--- config.mk ---
export PLATFORM = sky130hd
export DESIGN_NAME = csf_status
export DESIGN_NICKNAME = d
export VERILOG_FILES = /design/src/verilog/csf_pkg.sv /design/src/verilog/csf_status.sv
export VERILOG_INCLUDE_DIRS = /design/src /design/src/verilog
export SDC_FILE = /design/constraint.sdc
export NUM_CORES = 1
export LEC_CHECK = 0
export BUFFER_PORTS_ARGS = -buffer_cell sky130_fd_sc_hd__buf_2
export CAP_MARGIN = 0
export CORE_ASPECT_RATIO = 1.4
export CORE_MARGIN = 1
export CORE_UTILIZATION = 50
export DETAILED_ROUTE_END_ITERATION = 10
export PLACE_DENSITY = 0.88
export SYNTH_ARGS = -nofsm -noshare
export SYNTH_HDL_FRONTEND = slang
export SYNTH_SLANG_ARGS = --single-unit
--- constraint.sdc ---
create_clock -name ref_clk -period 4 [get_ports ref_clk]
set_input_delay 0.8 -clock ref_clk [delete_from_list [all_inputs] [get_ports ref_clk]]
set_output_delay 0.8 -clock ref_clk [all_outputs]
set_load 0.02 [all_outputs]
--- src/verilog/csf_consts.svh ---
// Summary of operation
// - flag-updating ops override written arithmetic flags
// - expiry and power-down flags ignore writes
// - clear with status write clears bank bits, sets zero flag
// - indirect bank bit selects banks 2-3
// - direct bank bits select bank 0-3
// - expiry flag set refresh/sleep, cleared timeout
// - power-down flag set refresh, cleared sleep
// - zero flag follows zero result
// - half carry from bit 3 carry-out
// - carry from most significant bit carry-out
// - subtract adds two's complement; carry means no-borrow
// - rotates load carry with shifted-out bit
// - reset: bank bits zero, expiry/power-down one
`ifndef CSF_CONSTS_SVH
`define CSF_CONSTS_SVH
`define CSF_BIT_IND_BANK_POS 7
`define CSF_BIT_DIR_BANK_HI 6
`define CSF_BIT_DIR_BANK_LO 5
`define CSF_BIT_EXPIRY_POS 4
`define CSF_BIT_PWRDN_POS 3
`define CSF_BIT_Z_POS 2
`define CSF_BIT_HALF_POS 1
`define CSF_BIT_C_POS 0
`define CSF_RESET_VALUE 8'h18
`define CSF_RESET_MASK 8'hF8
`endif

--- src/verilog/csf_pkg.sv ---
package csf_pkg;
  // alu operations presented by the execution datapath
  typedef enum logic [3:0] {
    CSF_OP_NONE = 4'h0,
    CSF_OP_ADD = 4'h1,
    CSF_OP_SUB = 4'h2,
    CSF_OP_LOGIC = 4'h3,
    CSF_OP_RRC = 4'h4,
    CSF_OP_RLC = 4'h5,
    CSF_OP_CLEAR = 4'h6,
    CSF_OP_PASS = 4'h7,
    CSF_OP_PASS_Z = 4'h8
  } csf_op_t;
  // one instruction issue
  typedef struct packed {
    logic valid;
    csf_op_t op;
    logic [7:0] a;
    logic [7:0] b;
    logic wr_status;
  } csf_req_t;
  // hardware events for the reset-cause flags
  typedef struct packed {
    logic refresh;
    logic sleep;
    logic timeout;
  } csf_evt_t;
endpackage

--- src/verilog/csf_status.sv ---
`timescale 1ns/1ns
`include "csf_consts.svh"
module csf_status import csf_pkg::*; (
  // clock and reset
  input wire logic ref_clk,
  input wire logic rst,
  // instruction issue and hardware events
  input wire csf_req_t req,
  input wire csf_evt_t evt,
  // indirect pointer and direct address in
  input wire logic [7:0] fsr_ptr,
  input wire logic [6:0] dir_addr,
  // results
  output logic [7:0] result_reg,
  output logic [7:0] status_reg,
  output logic [8:0] direct_addr_reg,
  output logic [8:0] indirect_addr_reg
);
  logic [8:0] sum;
  logic [4:0] half;
  logic [7:0] bop;
  logic cin;
  logic [7:0] res_next;
  logic z_upd, dc_upd, c_upd, z_n, dc_n, c_n;
  logic [7:0] st_next;

  // alu: subtract adds two's complement of the second operand
  always_comb begin
    bop = (req.op == CSF_OP_SUB) ? ~req.b : req.b;
    cin = (req.op == CSF_OP_SUB);
    sum = {1'b0, req.a} + {1'b0, bop} + {8'h00, cin};
    half = {1'b0, req.a[3:0]} + {1'b0, bop[3:0]} + {4'h0, cin};
    res_next = req.a;
    z_upd = 1'b0;
    dc_upd = 1'b0;
    c_upd = 1'b0;
    dc_n = half[4];
    c_n = sum[8];
    case (req.op)
      CSF_OP_ADD, CSF_OP_SUB: begin
        res_next = sum[7:0];
        z_upd = 1'b1;
        dc_upd = 1'b1;
        c_upd = 1'b1;
      end
      CSF_OP_LOGIC: begin
        res_next = req.b;
        z_upd = 1'b1;
      end
      CSF_OP_PASS_Z: begin
        res_next = req.a;
        z_upd = 1'b1;
      end
      CSF_OP_RRC: begin
        res_next = {status_reg[`CSF_BIT_C_POS], req.a[7:1]};
        c_n = req.a[0];
        c_upd = 1'b1;
      end
      CSF_OP_RLC: begin
        res_next = {req.a[6:0], status_reg[`CSF_BIT_C_POS]};
        c_n = req.a[7];
        c_upd = 1'b1;
      end
      CSF_OP_CLEAR: begin
        res_next = 8'h00;
        z_upd = 1'b1;
      end
      CSF_OP_PASS: res_next = req.a;
      default: res_next = req.a;
    endcase
    z_n = (res_next == 8'h00);
  end

  // merge instruction write, alu flags and hardware events
  always_comb begin
    st_next = status_reg;
    if (req.valid && req.wr_status) begin
      // expiry and power-down are never written by instructions
      st_next[7:5] = res_next[7:5];
      st_next[2] = res_next[2];
      // clear leaves half carry and carry as they were
      if (req.op != CSF_OP_CLEAR) begin
        st_next[1:0] = res_next[1:0];
      end
    end
    if (req.valid) begin
      // flag results win over the written value
      if (z_upd) st_next[`CSF_BIT_Z_POS] = z_n;
      if (dc_upd) st_next[`CSF_BIT_HALF_POS] = dc_n;
      if (c_upd) st_next[`CSF_BIT_C_POS] = c_n;
    end
    if (evt.timeout) st_next[`CSF_BIT_EXPIRY_POS] = 1'b0;
    if (evt.sleep) begin
      st_next[`CSF_BIT_EXPIRY_POS] = 1'b1;
      st_next[`CSF_BIT_PWRDN_POS] = 1'b0;
    end
    if (evt.refresh) begin
      st_next[`CSF_BIT_EXPIRY_POS] = 1'b1;
      st_next[`CSF_BIT_PWRDN_POS] = 1'b1;
    end
  end

  // status register
  always_ff @(posedge ref_clk) begin
    if (rst) begin
      status_reg <= `CSF_RESET_VALUE;
    end else begin
      status_reg <= st_next;
    end
  end

  // datapath result
  always_ff @(posedge ref_clk) begin
    if (rst) begin
      result_reg <= 8'h00;
    end else if (req.valid) begin
      result_reg <= res_next;
    end
  end

  // bank-extended addresses from the new status value
  always_ff @(posedge ref_clk) begin
    if (rst) begin
      direct_addr_reg <= 9'h000;
      indirect_addr_reg <= 9'h000;
    end else begin
      direct_addr_reg <= {st_next[`CSF_BIT_DIR_BANK_HI:`CSF_BIT_DIR_BANK_LO], dir_addr};
      indirect_addr_reg <= {st_next[`CSF_BIT_IND_BANK_POS], fsr_ptr};
    end
  end
endmodule

==> key figures <==
Outcome
  • Status: completed

Logic synthesis
  • Average cell area after synthesis: 8.59 um^2
  • Synth warn: 0
  • Yosys cell types: 61
  • Syn Inst Count: 242
  • FF+latch count, synth: 31
  • Syn Nets: 293
  • Synthesized area: 2080 um^2
  • Post-synth EDFFs: 0
  • Fraction of registers with async set/reset: 0%
  • Sequential share of the synthesized area: 29.9%
  • Commonest cells in the netlist: dfxtp_1, nor2_1, nor2b_1, o21ai_0, nand2_1
  • Leading post-synthesis cells by cell area: dfxtp_1, nor2b_1, ha_1, nor2_1, mux2i_1
  • Dominant synthesized flop cell: dfxtp_1
  • Most numerous cell in the Yosys netlist: dfxtp_1
  • Top cell type by total area after synthesis: dfxtp_1
  • Top-area cell type share of the netlist area: approximately 30%

Global route
  • First-pass GRT wire length: 9040 um
  • Vias in the first global route: roughly 2000
  • Largest net degree at the start of global routing: 32
  • Grt ovf: 0
  • GR Util All Layers: 25.7%
  • Initial antenna violation count: 0

Power and ir drop
  • P_leak: 1.19 nW
  • Register share of total power: between 30% and 40%
  • Clk network pwr share: between 30% and 40%
  • Psw: 271 uW
  • Net switching share of the total power: 30.1%
  • Int Pwr: about 630 uW
  • Peak supply drop: ~440 uV
  • PwrDens: 356 nW/um^2
  • Combinational Power Share: between 20% and 30%

Timing
  • Worst Skew: 7.01 ps
  • Worst-margin pin slew: 569 ps
  • Minimum clock period: between 3000 and 4000 ps
  • Final setup vio count: 0
  • Post-route setup TNS: 0 ps
  • Final Max Tran Viols: 0
  • Final hold violation count: 0
  • Period utilization: 82.9%
  • RSZ-0062 raised after global routing: no
  • Fmax: 302 MHz
  • Slew HR: 61.9%

Critical path
  • Crit Path Max Fanout: 19
  • Worst EP required: 4210 ps
  • Crit path buffers/inverters: 2
  • Crit path arrival time: roughly 3500 ps
  • Crit path to: status_reg[2]$_SDFF_PP0_
  • Worst R2R Path Depth: 7
  • Crit path launch type: input port
  • Crit end category: flip-flop
  • Reg2Reg Launch Point: status_reg[0]$_SDFF_PP0_
  • R2r setup slk: 2210 ps
  • Top delay family on crit path: simple AND/OR/NAND/NOR gates
  • Crit path launch: req[18]
  • Reg-to-reg endpoint: status_reg[2]$_SDFF_PP0_
  • Top cell by count, worst path: a21oi_1
  • Worst-path cell chain: buf_2 > nor4b_2 > buf_4 > xor2_1 > ha_1 > and3_1 > or3_1 > nand3_1 > a21oi_1 > nor4b_1 > nand4bb_1 > a21oi_1
  • Stages on worst setup path: 12
  • Type of the worst setup path: input port to flip-flop
  • Crit-path slowest cell: or3_1
  • Max stage delay on crit path: 370 ps

Clock tree
  • CTS tree: done
  • Postcts setup bufs: 0
  • Clk sink count: 31
  • CTS hold repair buffers: 0
  • CTS resizes: 0
  • CTS Buf Count: 5
  • Root Driver: clkbuf_8
  • Worst skew pair latency: 280 ps
  • Longest Clk Path Bufs: 2
  • Clock slew seen by the registers of the worst setup and hold paths: ~60 ps
  • CTS H-tree lvls: 2

Cells and area
  • Final #Nets: 359
  • Antenna diode count: 0
  • Syn-to-layout area delta: 21.7%
  • Layout cell share with drive strength beyond 1: 31.4%
  • Non-filler cells, final: roughly 350

Floorplan
  • Die area: 4420 um^2
  • Die Ht: 78.3 um
  • Initial Util: 52.6%
  • Site Rows: 27
  • Core region area: 3950 um^2
  • Die X: 56.5 um
  • # IOs: 76

Route
  • Routed Antenna Nets: 0
  • Via count: 2072
  • DR iter-0 viols: 97
  • Wl on met1: about 2200 um
  • Final wirelength: 5380 um
  • Routed length on met3: 326 um
  • WL met2: roughly 2700 um
  • Top Layer Used: met4
  • Initial DRT Pass Iterations: 4
  • Drc violations: 0
  • Per-cell routed wire length: 15.3 um
  • Vias/cell: 5.89

Placed design
  • Dpl hpwl: 4180 um
  • I/O Buffers: 75
  • Placed insts: 344
  • RD Place Congestion: 1.00

Worst hold path
  • Hold WC Path Type: flip-flop to flip-flop
  • Hold path depth: 2

Job
  • Max_cap viols: 0
==> area by class of cell <==
class | count | area (um^2)
clock buffer | 6 | 82.6
clock inverter | 2 | 35.0
fill | 367 | 1420
inverter | 8 | 30.0
multi-input combinational | 185 | 1320
sequential | 31 | 621
tap | 43 | 53.8
timing repair buffer | 77 | 390
==> metrics by stage <==
stage / hold WS [ps] / worst slack [ps] / util [%] / cell area, um^2 / total power [mW]
6_report: 462 / 684 / 64.0 / 2530 / 0.901
5_1_grt: 481 / 503 / 64.0 / 2530 / 0.948
4_1_cts: 466 / 709 / 64.0 / 2530 / 0.905
3_5_place_dp: 457 / 429 / 61.0 / 2410 / 0.591
3_3_place_gp: 451 / 520 / 61.0 / 2410 / 0.586
2_1_floorplan: 536 / 868 / - / 2080 / 0.516
==> worst min-delay path by stage <==
| stage | start | endpoint |
|---|---|---|
| 2_1_floorplan | status_reg[3]$_SDFFE_PP1P_ | status_reg[3]$_SDFFE_PP1P_ |
| 3_3_place_gp | status_reg[4]$_SDFFE_PP1P_ | status_reg[4]$_SDFFE_PP1P_ |
| 3_5_place_dp | status_reg[4]$_SDFFE_PP1P_ | status_reg[4]$_SDFFE_PP1P_ |
| 4_1_cts | status_reg[4]$_SDFFE_PP1P_ | status_reg[4]$_SDFFE_PP1P_ |
| 5_1_grt | status_reg[4]$_SDFFE_PP1P_ | status_reg[4]$_SDFFE_PP1P_ |
| 6_report | status_reg[4]$_SDFFE_PP1P_ | status_reg[4]$_SDFFE_PP1P_ |
==> metal layers <==
metal,vias up,global-route usage (%)
met2,92,45.3
met5,-,0
met1,959,30.0
met4,0,9.51
li1,1007,-
met3,14,5.44
==> kinds of logic (layout without fill, tap and decap cells) <==
family / after synthesis / after routing / share of synthesized area [%]
muxes: 11 / 11 / 5.60
buffers and inverters: 26 / 93 / 6.74
and+or+nand+nor: 97 / 97 / 27.4
AOI/OAI and AO/OA: 59 / 59 / 20.8
adders and majority gates: 9 / 9 / 5.78
xor gates and xnor gates: 9 / 9 / 3.79
DFF: 31 / 31 / 29.9
==> power groups by stage <==
stage	Combinational (mW)	Clock, mW	Sequential [mW]
3_5_place_dp	0.248	0	0.343
2_1_floorplan	0.148	0	0.368
6_report	0.251	0.314	0.336
4_1_cts	0.249	0.320	0.336
5_1_grt	0.274	0.336	0.339
3_3_place_gp	0.243	0	0.343
==> placed cells by master (no fill, tap or decap), drive strengths merged, types with 5 or more instances in the layout <==
cell type | synthesis | final
buf | 13 | 77
o22ai | 6 | 6
clkbuf | 5 | 6
nand2 | 11 | 11
dfxtp | 31 | 31
nor2 | 26 | 26
mux2i | 9 | 9
xor2 | 8 | 8
o21ai | 12 | 12
nor2b | 26 | 26
nor3 | 7 | 7
a21oi | 9 | 9
inv | 8 | 8
o211ai | 5 | 5
ha | 8 | 8
==> worst reg2reg max path: stages (launching register included) <==
cell       delay, ps
dfxtp_1          330
and2b_1          210
o22ai_1           90
a311o_1          370
nor4_2           290
nor3_2           100
nand4bb_1        180
a21oi_1          140
(Power assumes the default switching activity.)
